[config.mk]
export PLATFORM = sky130hd
export DESIGN_NAME = aer_top
export DESIGN_NICKNAME = d
export VERILOG_FILES = /design/src/logic/aer_pkg.sv /design/src/logic/aer_if.sv /design/src/logic/aer_wb_slave.sv /design/src/logic/aer_reporter.sv /design/src/logic/aer_top.sv
export VERILOG_INCLUDE_DIRS = /design/src /design/src/logic
export SDC_FILE = /design/constraint.sdc
export NUM_CORES = 1
export LEC_CHECK = 0
export ABC_AREA = 1
export BUFFER_PORTS_ARGS = -buffer_cell sky130_fd_sc_hd__buf_4
export CAP_MARGIN = 30
export CORE_ASPECT_RATIO = 1.25
export CORE_MARGIN = 4
export CORE_UTILIZATION = 50
export CTS_CLUSTER_SIZE = 12
export DETAILED_ROUTE_END_ITERATION = 8
export PLACE_DENSITY_LB_ADDON = 0.08
export SLEW_MARGIN = 20
export SYNTH_ARGS = -nofsm -noshare
export SYNTH_HDL_FRONTEND = slang
export SYNTH_SLANG_ARGS = --single-unit
[constraint.sdc]
create_clock -name clk_sys -period 7.9 [get_ports clk_sys]
set_clock_uncertainty 0.05 [all_clocks]
set_input_delay 0.395 -clock clk_sys [delete_from_list [all_inputs] [get_ports clk_sys]]
set_output_delay 0.395 -clock clk_sys [all_outputs]
set_load 0.02 [all_outputs]
[src/logic/aer_regs.svh]
// Purpose: Offsets, field positions, reset values of the error reporting bank
// Assumes: Byte addresses on a 32-bit classic Wishbone bus
// Notes: Definitions only
`ifndef AER_REGS_SVH
`define AER_REGS_SVH
// Register byte offsets
`define AER_OFF_UNC_STS 12'h104
`define AER_OFF_UNC_MSK 12'h108
`define AER_OFF_UNC_SEV 12'h10C
`define AER_OFF_COR_STS 12'h110
`define AER_OFF_COR_MSK 12'h114
`define AER_OFF_CAP_CTL 12'h118
`define AER_OFF_HDR0 12'h11C
`define AER_OFF_HDR3 12'h128
`define AER_OFF_IRQ_STS 12'h130
`define AER_OFF_IRQ_MSK 12'h134
// Implemented bits and reset values
`define AER_UNC_IMPL 32'h001F_F011
`define AER_UNC_SEV_RST 32'h0006_2011
`define AER_COR_IMPL 32'h0000_31C1
`define AER_COR_MSK_RST 32'h0000_2000
// Capability and control fields
`define AER_FEP_MSB 4
`define AER_GEN_CAP 5
`define AER_GEN_EN 6
`define AER_CHK_CAP 7
`define AER_CHK_EN 8
// Interrupt status bits
`define AER_IRQ_UNC 0
`define AER_IRQ_COR 1
`define AER_IRQ_LOG 2
`define AER_IRQ_W 3
`endif

[src/logic/aer_pkg.sv]
// Purpose: Types shared by the error reporting bank
// Assumes: Nothing beyond the header
// Notes: Message kinds follow the link's error message classes
package aer_pkg;
    // Error message class
    typedef enum logic [1:0] {
        AER_MSG_COR = 2'b00,
        AER_MSG_NONFATAL = 2'b01,
        AER_MSG_FATAL = 2'b11
    } aer_msg_t;
    // Reporter states
    typedef enum logic [0:0] {
        AER_ST_IDLE = 1'b0,
        AER_ST_SEND = 1'b1
    } aer_state_t;
endpackage : aer_pkg

[src/logic/aer_if.sv]
// Purpose: Internal carrier for register access and error reports
// Assumes: Single clock domain
// Notes: One group per pairing of modules
`timescale 1ns/1ps
interface aer_if;
    // Register access group
    logic wr;
    logic rd;
    logic [11:0] addr;
    logic [31:0] wdata;
    logic [31:0] wmask;
    logic [31:0] rdata;
    // Error report group, one-cycle pulses
    logic rep_cor;
    logic rep_nonfatal;
    logic rep_fatal;
    // Bus slave drives the access strobes
    modport bus_side (output wr, output rd, output addr, output wdata,
        output wmask, input rdata);
    // Register file answers them
    modport reg_side (input wr, input rd, input addr, input wdata,
        input wmask, output rdata, output rep_cor, output rep_nonfatal,
        output rep_fatal);
    // Reporter takes the pulses
    modport rpt_side (input rep_cor, input rep_nonfatal, input rep_fatal);
endinterface : aer_if

[src/logic/aer_wb_slave.sv]
// Purpose: Classic Wishbone slave, one wait state per access
// Assumes: Master holds the request until ack
// Notes: Unmapped reads return zero, writes to them are dropped
`timescale 1ns/1ps
module aer_wb_slave (
    // Clock and reset
    input wire logic clk_sys,
    input wire logic rst,
    // Wishbone
    input wire logic cyc_i,
    input wire logic stb_i,
    input wire logic we_i,
    input wire logic [11:0] adr_i,
    input wire logic [3:0] sel_i,
    input wire logic [31:0] dat_i,
    output logic [31:0] dat_o,
    output logic ack_o,
    // Register side
    aer_if.bus_side rb
);
    logic ack_reg; // Ack flop, drops the cycle after it rose
    logic [31:0] dat_reg; // Read data flop
    logic req; // Live request not yet answered

    // Read is fetched the cycle before ack; a write lands on the ack edge
    assign req = cyc_i & stb_i & ~ack_reg;
    assign rb.wr = cyc_i & stb_i & we_i & ack_reg;
    assign rb.rd = req & ~we_i;
    assign rb.addr = adr_i;
    assign rb.wdata = dat_i;
    // Byte lanes expand to a bit mask
    assign rb.wmask = {{8{sel_i[3]}}, {8{sel_i[2]}}, {8{sel_i[1]}}, {8{sel_i[0]}}};
    assign ack_o = ack_reg;
    assign dat_o = dat_reg;

    // Ack one cycle after the request appears
    always_ff @(posedge clk_sys or posedge rst) begin
        if (rst) begin
            ack_reg <= 1'b0;
        end else begin
            ack_reg <= req;
        end
    end

    // Read data captured with the ack
    always_ff @(posedge clk_sys or posedge rst) begin
        if (rst) begin
            dat_reg <= 32'h0000_0000;
        end else if (rb.rd) begin
            dat_reg <= rb.rdata;
        end
    end

    // Ack is never two cycles long
    a_ack_single: assert property (@(posedge clk_sys) disable iff (rst)
        ack_o |=> !ack_o) else $error("ack held two cycles");
endmodule : aer_wb_slave

[src/logic/aer_reporter.sv]
// Purpose: Queues error messages and hands them to the link layer
// Assumes: Link layer takes a message with valid and ready
// Notes: Fatal beats non-fatal beats correctable when several wait
`timescale 1ns/1ps
module aer_reporter (
    // Clock and reset
    input wire logic clk_sys,
    input wire logic rst,
    // Report pulses
    aer_if.rpt_side rp,
    // Message port
    output logic msg_valid,
    output aer_pkg::aer_msg_t msg_kind,
    input wire logic msg_ready
);
    aer_pkg::aer_state_t state_reg; // Reporter state
    aer_pkg::aer_msg_t kind_reg; // Message being offered
    logic [2:0] pend_reg; // Waiting: fatal, non-fatal, correctable
    logic done; // Offered message taken

    assign done = (state_reg == aer_pkg::AER_ST_SEND) & msg_ready;
    assign msg_valid = (state_reg == aer_pkg::AER_ST_SEND);
    assign msg_kind = kind_reg;

    // Pending flags; a new report wins over the clear of the sent one
    always_ff @(posedge clk_sys or posedge rst) begin
        if (rst) begin
            pend_reg <= 3'h0;
        end else begin
            pend_reg <= (pend_reg & ~({3{done}} & {kind_reg == aer_pkg::AER_MSG_FATAL,
                kind_reg == aer_pkg::AER_MSG_NONFATAL, kind_reg == aer_pkg::AER_MSG_COR}))
                | {rp.rep_fatal, rp.rep_nonfatal, rp.rep_cor};
        end
    end

    // Pick the most severe waiting message, hold it until taken
    always_ff @(posedge clk_sys or posedge rst) begin
        if (rst) begin
            state_reg <= aer_pkg::AER_ST_IDLE;
            kind_reg <= aer_pkg::AER_MSG_COR;
        end else begin
            case (state_reg)
                aer_pkg::AER_ST_IDLE: begin
                    if (pend_reg[2]) begin
                        kind_reg <= aer_pkg::AER_MSG_FATAL;
                        state_reg <= aer_pkg::AER_ST_SEND;
                    end else if (pend_reg[1]) begin
                        kind_reg <= aer_pkg::AER_MSG_NONFATAL;
                        state_reg <= aer_pkg::AER_ST_SEND;
                    end else if (pend_reg[0]) begin
                        kind_reg <= aer_pkg::AER_MSG_COR;
                        state_reg <= aer_pkg::AER_ST_SEND;
                    end
                end
                aer_pkg::AER_ST_SEND: begin
                    if (msg_ready) begin
                        state_reg <= aer_pkg::AER_ST_IDLE;
                    end
                end
                default: begin
                    state_reg <= aer_pkg::AER_ST_IDLE;
                end
            endcase
        end
    end

    // A fatal report is offered as fatal within a few cycles
    a_fatal_sent: assert property (@(posedge clk_sys) disable iff (rst)
        rp.rep_fatal && !msg_valid && pend_reg == 3'h0
        |-> ##[1:2] (msg_valid && msg_kind == aer_pkg::AER_MSG_FATAL))
        else $error("fatal report not offered");
    // Offer stays put until taken
    a_msg_hold: assert property (@(posedge clk_sys) disable iff (rst)
        msg_valid && !msg_ready |=> msg_valid && $stable(msg_kind))
        else $error("message dropped before ready");
endmodule : aer_reporter

[src/logic/aer_top.sv]
// Purpose: Advanced error reporting register bank with header log
// Assumes: Error sources give one-cycle pulses with the TLP header alongside
// Notes: All sticky fields clear only on rst, the fundamental reset
// Function
// Severity bits sticky, fatal defaults for five types
// Receiver error sets correctable bit 0
// Bad TLP sets correctable bit 6
// Bad DLLP sets correctable bit 7
// Replay number rollover sets correctable bit 8
// Replay timer expiry sets correctable bit 12
// Advisory non-fatal error sets correctable bit 13
// Correctable mask blocks logging and message
// Advisory mask resets set, others clear
// First error pointer holds first uncorrectable bit
// Bit 5 reads one: ECRC generation capable
// Bit 6 enables ECRC generation, resets off
// Bit 7 reads one: ECRC check capable
// Bit 8 enables ECRC checking, resets off
// Four header dwords, first at lowest offset
// Uncorrectable status bits set, write one clears
// Uncorrectable mask blocks logging and reporting
// First logged error freezes header and pointer
// Severity bit selects fatal or non-fatal message
//
// The Wishbone interface to the registers was left to the implementer.
`timescale 1ns/1ps
`include "aer_regs.svh"
module aer_top (
    // Clock and reset
    input wire logic clk_sys,
    input wire logic rst,
    // Wishbone slave
    input wire logic cyc_i,
    input wire logic stb_i,
    input wire logic we_i,
    input wire logic [11:0] adr_i,
    input wire logic [3:0] sel_i,
    input wire logic [31:0] dat_i,
    output logic [31:0] dat_o,
    output logic ack_o,
    // Error detection pulses and the offending header
    input wire logic [31:0] unc_err_evt,
    input wire logic [31:0] cor_err_evt,
    input wire logic [127:0] err_hdr,
    // ECRC control to the transaction layer
    output logic ecrc_gen_en,
    output logic ecrc_chk_en,
    // Error messages toward the root complex
    output logic msg_valid,
    output aer_pkg::aer_msg_t msg_kind,
    input wire logic msg_ready,
    // Interrupt
    output logic irq
);
    aer_if bus ();

    // Sticky registers
    logic [31:0] unc_sts_reg; // Uncorrectable status
    logic [31:0] unc_msk_reg; // Uncorrectable mask
    logic [31:0] unc_sev_reg; // Uncorrectable severity
    logic [31:0] cor_sts_reg; // Correctable status
    logic [31:0] cor_msk_reg; // Correctable mask
    logic [4:0] fep_reg; // First error pointer
    logic gen_en_reg; // ECRC generation enable
    logic chk_en_reg; // ECRC check enable
    logic [31:0] hdr_reg [0:3]; // Header log dwords
    logic log_hold_reg; // Header log frozen
    logic log_unc_reg; // Frozen entry came from uncorrectable side
    logic [4:0] log_bit_reg; // Status bit that owns the frozen entry

    // Interrupt registers
    logic [`AER_IRQ_W-1:0] irq_sts_reg;
    logic [`AER_IRQ_W-1:0] irq_msk_reg;

    // Decoded access
    logic [31:0] clr; // Write-one-clear bits
    logic [31:0] unc_evt; // Implemented uncorrectable events
    logic [31:0] cor_evt; // Implemented correctable events
    logic [31:0] unc_live; // Unmasked uncorrectable events
    logic [31:0] cor_live; // Unmasked correctable events
    logic [4:0] unc_first; // Lowest unmasked uncorrectable bit
    logic [4:0] cor_first; // Lowest unmasked correctable bit
    logic owner_set; // Status bit behind the frozen log still set
    logic log_take; // Capture a header this cycle
    logic [31:0] cap_word; // Capability and control readback

    // Lowest set bit, used when several errors land together
    function automatic logic [4:0] aer_lowest(input logic [31:0] v);
        logic [4:0] idx;
        idx = 5'h00;
        for (int i = 31; i >= 0; i--) begin
            if (v[i]) begin
                idx = 5'(i);
            end
        end
        return idx;
    endfunction : aer_lowest

    // Bus front end
    aer_wb_slave u_wb (
        .clk_sys(clk_sys),
        .rst(rst),
        .cyc_i(cyc_i),
        .stb_i(stb_i),
        .we_i(we_i),
        .adr_i(adr_i),
        .sel_i(sel_i),
        .dat_i(dat_i),
        .dat_o(dat_o),
        .ack_o(ack_o),
        .rb(bus.bus_side)
    );

    // Message queue toward the root complex
    aer_reporter u_rpt (
        .clk_sys(clk_sys),
        .rst(rst),
        .rp(bus.rpt_side),
        .msg_valid(msg_valid),
        .msg_kind(msg_kind),
        .msg_ready(msg_ready)
    );

    // Event qualification; unimplemented positions never set
    assign unc_evt = unc_err_evt & `AER_UNC_IMPL;
    assign cor_evt = cor_err_evt & `AER_COR_IMPL;
    assign unc_live = unc_evt & ~unc_msk_reg;
    assign cor_live = cor_evt & ~cor_msk_reg;
    assign unc_first = aer_lowest(unc_live);
    assign cor_first = aer_lowest(cor_live);
    assign clr = bus.wdata & bus.wmask;

    // Reports; masked events never reach the reporter
    assign bus.rep_fatal = |(unc_live & unc_sev_reg);
    assign bus.rep_nonfatal = |(unc_live & ~unc_sev_reg);
    assign bus.rep_cor = |cor_live;

    // Uncorrectable status, set wins over clear
    always_ff @(posedge clk_sys or posedge rst) begin
        if (rst) begin
            unc_sts_reg <= 32'h0000_0000;
        end else if (bus.wr && bus.addr == `AER_OFF_UNC_STS) begin
            unc_sts_reg <= (unc_sts_reg & ~clr) | unc_evt;
        end else begin
            unc_sts_reg <= unc_sts_reg | unc_evt;
        end
    end

    // Correctable status, one bit per detected event
    always_ff @(posedge clk_sys or posedge rst) begin
        if (rst) begin
            cor_sts_reg <= 32'h0000_0000;
        end else if (bus.wr && bus.addr == `AER_OFF_COR_STS) begin
            cor_sts_reg <= (cor_sts_reg & ~clr) | cor_evt;
        end else begin
            cor_sts_reg <= cor_sts_reg | cor_evt;
        end
    end

    // Masks and severity, byte-lane writes of implemented bits only
    always_ff @(posedge clk_sys or posedge rst) begin
        if (rst) begin
            unc_msk_reg <= 32'h0000_0000;
            unc_sev_reg <= `AER_UNC_SEV_RST;
            cor_msk_reg <= `AER_COR_MSK_RST;
        end else if (bus.wr) begin
            if (bus.addr == `AER_OFF_UNC_MSK) begin
                unc_msk_reg <= ((unc_msk_reg & ~bus.wmask) | clr) & `AER_UNC_IMPL;
            end
            if (bus.addr == `AER_OFF_UNC_SEV) begin
                unc_sev_reg <= ((unc_sev_reg & ~bus.wmask) | clr) & `AER_UNC_IMPL;
            end
            if (bus.addr == `AER_OFF_COR_MSK) begin
                cor_msk_reg <= ((cor_msk_reg & ~bus.wmask) | clr) & `AER_COR_IMPL;
            end
        end
    end

    // ECRC enables live in the low two byte lanes
    always_ff @(posedge clk_sys or posedge rst) begin
        if (rst) begin
            gen_en_reg <= 1'b0;
            chk_en_reg <= 1'b0;
        end else if (bus.wr && bus.addr == `AER_OFF_CAP_CTL) begin
            if (bus.wmask[`AER_GEN_EN]) begin
                gen_en_reg <= bus.wdata[`AER_GEN_EN];
            end
            if (bus.wmask[`AER_CHK_EN]) begin
                chk_en_reg <= bus.wdata[`AER_CHK_EN];
            end
        end
    end

    // Straight to the transaction layer
    assign ecrc_gen_en = gen_en_reg;
    assign ecrc_chk_en = chk_en_reg;

    // Ownership check; the log unfreezes once its status bit is cleared
    assign owner_set = log_unc_reg ? unc_sts_reg[log_bit_reg]
        : cor_sts_reg[log_bit_reg];
    assign log_take = (~log_hold_reg | ~owner_set)
        & ((|unc_live) | (|cor_live));

    // Log ownership; uncorrectable errors take precedence
    always_ff @(posedge clk_sys or posedge rst) begin
        if (rst) begin
            log_hold_reg <= 1'b0;
            log_unc_reg <= 1'b0;
            log_bit_reg <= 5'h00;
        end else if (log_take) begin
            log_hold_reg <= 1'b1;
            log_unc_reg <= |unc_live;
            log_bit_reg <= (|unc_live) ? unc_first : cor_first;
        end else if (log_hold_reg && !owner_set) begin
            log_hold_reg <= 1'b0;
        end
    end

    // First error pointer follows uncorrectable captures only
    always_ff @(posedge clk_sys or posedge rst) begin
        if (rst) begin
            fep_reg <= 5'h00;
        end else if (log_take && (|unc_live)) begin
            fep_reg <= unc_first;
        end
    end

    // Header capture, first wire byte in the top byte of each dword
    genvar g;
    generate
        for (g = 0; g < 4; g++) begin : g_hdr
            always_ff @(posedge clk_sys or posedge rst) begin
                if (rst) begin
                    hdr_reg[g] <= 32'h0000_0000;
                end else if (log_take) begin
                    hdr_reg[g] <= err_hdr[127-32*g -: 32];
                end
            end
        end
    endgenerate

    // Interrupt status; a new event beats a same-cycle clear
    always_ff @(posedge clk_sys or posedge rst) begin
        if (rst) begin
            irq_sts_reg <= 3'h0;
        end else begin
            irq_sts_reg <= (irq_sts_reg & ~((bus.wr && bus.addr == `AER_OFF_IRQ_STS)
                ? clr[`AER_IRQ_W-1:0] : 3'h0))
                | {log_take, |cor_live, |unc_live};
        end
    end

    // Interrupt mask, a one blocks the matching status bit
    always_ff @(posedge clk_sys or posedge rst) begin
        if (rst) begin
            irq_msk_reg <= 3'h0;
        end else if (bus.wr && bus.addr == `AER_OFF_IRQ_MSK) begin
            irq_msk_reg <= (irq_msk_reg & ~bus.wmask[`AER_IRQ_W-1:0])
                | clr[`AER_IRQ_W-1:0];
        end
    end

    // Level, not a pulse
    assign irq = |(irq_sts_reg & ~irq_msk_reg);

    // Capability word; capable bits are wired high
    assign cap_word = {23'h00_0000, chk_en_reg, 1'b1,
        gen_en_reg, 1'b1, fep_reg};

    // Read mux, unmapped offsets read zero
    always_comb begin
        case (bus.addr)
            `AER_OFF_UNC_STS: bus.rdata = unc_sts_reg;
            `AER_OFF_UNC_MSK: bus.rdata = unc_msk_reg;
            `AER_OFF_UNC_SEV: bus.rdata = unc_sev_reg;
            `AER_OFF_COR_STS: bus.rdata = cor_sts_reg;
            `AER_OFF_COR_MSK: bus.rdata = cor_msk_reg;
            `AER_OFF_CAP_CTL: bus.rdata = cap_word;
            `AER_OFF_HDR0: bus.rdata = hdr_reg[0];
            12'h120: bus.rdata = hdr_reg[1];
            12'h124: bus.rdata = hdr_reg[2];
            `AER_OFF_HDR3: bus.rdata = hdr_reg[3];
            `AER_OFF_IRQ_STS: bus.rdata = {29'h0000_0000, irq_sts_reg};
            `AER_OFF_IRQ_MSK: bus.rdata = {29'h0000_0000, irq_msk_reg};
            default: bus.rdata = 32'h0000_0000;
        endcase
    end

    // Checks on the bank's behaviour
    // Each implemented correctable event, and uncorrectable bit 20, must land in its own status bit
    a_unc_set: assert property (@(posedge clk_sys) disable iff (rst)
        unc_err_evt[20] |=> unc_sts_reg[20])
        else $error("unsupported request not recorded");

    a_rx_err_set: assert property (@(posedge clk_sys) disable iff (rst)
        cor_err_evt[0] |=> cor_sts_reg[0])
        else $error("receiver error not recorded");

    a_bad_tlp_set: assert property (@(posedge clk_sys) disable iff (rst)
        cor_err_evt[6] |=> cor_sts_reg[6])
        else $error("bad TLP not recorded");

    a_bad_dllp_set: assert property (@(posedge clk_sys) disable iff (rst)
        cor_err_evt[7] |=> cor_sts_reg[7])
        else $error("bad DLLP not recorded");

    a_rollover_set: assert property (@(posedge clk_sys) disable iff (rst)
        cor_err_evt[8] |=> cor_sts_reg[8])
        else $error("rollover not recorded");

    a_timer_set: assert property (@(posedge clk_sys) disable iff (rst)
        cor_err_evt[12] |=> cor_sts_reg[12])
        else $error("replay timeout not recorded");

    a_advisory_set: assert property (@(posedge clk_sys) disable iff (rst)
        cor_err_evt[13] |=> cor_sts_reg[13])
        else $error("advisory error not recorded");

    a_masked_quiet: assert property (@(posedge clk_sys) disable iff (rst)
        (cor_evt != 0 && cor_live == 0 && unc_live == 0) |-> !bus.rep_cor && !log_take)
        else $error("masked error reported");

    a_unc_masked: assert property (@(posedge clk_sys) disable iff (rst)
        (unc_evt != 0 && unc_live == 0) |-> !bus.rep_fatal && !bus.rep_nonfatal)
        else $error("masked uncorrectable error reported");

    a_log_frozen: assert property (@(posedge clk_sys) disable iff (rst)
        log_hold_reg && owner_set |=> $stable(hdr_reg[0]) && $stable(fep_reg))
        else $error("header log overwritten while held");

    a_fep_first: assert property (@(posedge clk_sys) disable iff (rst)
        log_take && (|unc_live) |=> fep_reg == $past(unc_first) && log_hold_reg)
        else $error("pointer misses first error");

    a_ecrc_drive: assert property (@(posedge clk_sys) disable iff (rst)
        bus.wr && bus.addr == `AER_OFF_CAP_CTL && bus.wmask[`AER_CHK_EN]
        |=> ecrc_chk_en == $past(bus.wdata[`AER_CHK_EN]))
        else $error("check enable not applied");
endmodule : aer_top

==> summary.txt <==
Overflow after GRT - 0
initial antenna violation count - 0
Post-Synthesis Cell Area - 13800 µm²
clock sink count - 279
# resized after CTS - 0
final core utilization - 0.618
RSZ-0062 raised after global routing - false
Avg Cell Area, Syn - 7.76 µm²
Rel. slew slack - 0.322
register bit total from synthesis - 279
Power per Cell Area - 289 nW/µm²
reg2reg setup slack - 3.70 ns
hold endpoint - cor_sts_reg[14]
GPL Wtd Cong - 0.947
Synth area leader - dfrtp_1
Initial Utilization - 0.510
Port Buf Inserts - 237
Antenna diodes - 0
synthesized instance count - 1775
Tot GR Track Use - 0.296
Crit Path Category - flop to flop
Post-synth top cells - 585 x nand2_1, 345 x nand3_1, 273 x dfrtp_1
most common cell in the synthesized netlist - nand2_1
Iter 0 DRT Violations - 1049
FFs w/ async S/R, synth - 1.00
setup bufs post-CTS - 0
CP arrival - 4.63 ns
Post-layout nets - 2222
core area - 27000 µm²
cts hold-fix bufs - 11
H-tree Lvls - 1
hold path cells - 2
CTS tree - built
max-cap violations - 0
TritonRoute pass-1 iters - 8
post-synthesis sequential area ratio - 0.508
Top-Level Pins - 285
top post-synthesis cells by area - dfrtp_1 50%, nand2_1 16%, nand3_1 13%, inv_1 4.3%, o21ai_0 2.8%
reg2reg start - log_bit_reg[0]
die area - 30300 µm²
final setup TNS - 0 ns
WP data required - 8.33 ns
slowest cell on the critical path - nand2_4
Fmax - 0.238 GHz
largest net degree at the start of global routing - 138
Hold Fails Final Rpt - 0
cell total after placement - 2277
total power - 4.82 mW
Vias/cell - 5.58
Final Max Tran Viols - 0
share of post-route cells with drive strength above 1 - 0.161
clock root buffer - clkbuf_16
Clock Tree Buf Depth - 3
clk slew on worst S/H paths - 0.06 ns
Routed WL per cell - 19.4 µm
Hold Path Origin - dat_i[14]
die height - 194 µm
Synth cell types - 39
Post-synth EDFFs - 0
crit-path cells - buf_4 > inv_4 > nand2_1 > nand3_1 > nand3_1 > nand2_1 > nand2_1 > nand3_1 > nand3_1 > nand2_1 > nand2_4 > nand2_4 > buf_4 > nand2_1 > nand2_1
worst reg2reg path endpoint - hdr_reg[120]
# rows - 67
status - completed
worst vdd ir - 0.000235 V
Hold Path Class - primary input to flop
Routed Wire Length - 45300 µm
setup violators final - 0
Post-synth top flop - dfrtp_1
Worst Setup Start Kind - flop
crit-path max FO - 71
worst reg2reg path depth - 15
top cell type's share of synthesized area - 0.496
chip width - 156 µm
Ys Warns - 0
synthesis-to-layout area growth - 21.1%
DRT antenna net count - 0
Min Hold Slack - 0.00834 ns
Post-Syn Nets - 2021
Vias - 13100
DRC violations left - 0
worst-margin pin slew - 1.01 ns
Worst Setup End Kind - flop
DP HPWL - 32500 µm
TritonCTS Buffers - 29
Skew-Pair Late Insertion Delay - 0.55 ns
leak pwr - 8.83 nW
vias in the first global route - 12900
CP dominant cell by count - nand2_1
fin crit period - 4.20 ns
Max stage delay on crit path - 0.69 ns
period utilization - 0.532
Layout Cells excl Fill - 2339
first-pass GRT wire length - 71500 µm
==> cell families after synthesis <==
kind of cell,share of synthesized area
buffers and inverters,0.0831
muxes,0.00327
and+or+nand+nor,0.322
AOI/OAI and AO/OA,0.0842
DFF,0.508
==> routing by layer <==
layer / wire, µm / up-vias / GRT usage
li1: - / 6224 / -
met1: 18900 / 6188 / 0.417
met2: 21500 / 541 / 0.468
met3: 3080 / 102 / 0.0367
met4: 1900 / 0 / 0.112
met5: 0 / - / 0
==> cells in the final DEF (no fill, tap or decap), types with 4 or more instances in the layout <==
cell type,instances
a21oi_1,42
inv_1,157
o22ai_1,42
nor3_1,23
clkbuf_8,4
clkbuf_1,12
a31oi_1,13
nand4_1,18
nor2_2,8
buf_4,253
dfrtp_1,273
nand3_1,345
o21bai_1,9
o21ai_1,10
nor4_1,7
nand2_1,585
o21ai_0,77
clkbuf_16,29
dfstp_2,6
nor2_1,35
mux2_2,4
dlygate4sd3_1,11
==> stage by stage <==
step / area [µm²] / setup slack [ns]
floorplan: 13800 / 3.77
global placement: 15600 / 3.84
detailed placement: 15600 / 3.78
CTS: 16600 / 3.75
global route: 16700 / 3.31
finish: 16700 / 3.70
==> where the power goes <==
group	total [mW]	switching, mW	leakage (nW)	internal, mW
clock	1.37	0.564	0.447	0.808
sequential	2.04	0.235	3.27	1.81
combinational	1.41	0.959	5.12	0.451
==> area by class of cell <==
cell class | count | area [µm²]
Fill cell | 2527 | 10300
Timing Repair Buffer | 267 | 2070
Sequential cell | 279 | 6990
Clock buffer | 45 | 826
Clock inverter | 4 | 95.1
Inverter | 162 | 616
Multi-Input combinational cell | 1237 | 5650
Tap cell | 345 | 432
==> worst max-delay path, delay by kind of cell, from the launching register on <==
family        cells  cell delay, ns
buf+inv           3            1.30
simple gates     12            1.99
flops             1            0.68
==> worst max-delay path by stage <==
stage / cells past startpoint / end / slack (ns) / start
after floorplan: 1 / async pin / 3.77 / rst
after global placement: 15 / hdr_reg[117] / 3.84 / log_bit_reg[0]
after detailed placement: 15 / hdr_reg[120] / 3.78 / log_bit_reg[0]
after CTS: 15 / hdr_reg[120] / 3.75 / log_bit_reg[0]
after global routing: 15 / hdr_reg[90] / 3.31 / log_bit_reg[0]
final: 15 / hdr_reg[120] / 3.70 / log_bit_reg[0]
Note: power is estimated with default switching activity, not from simulation.
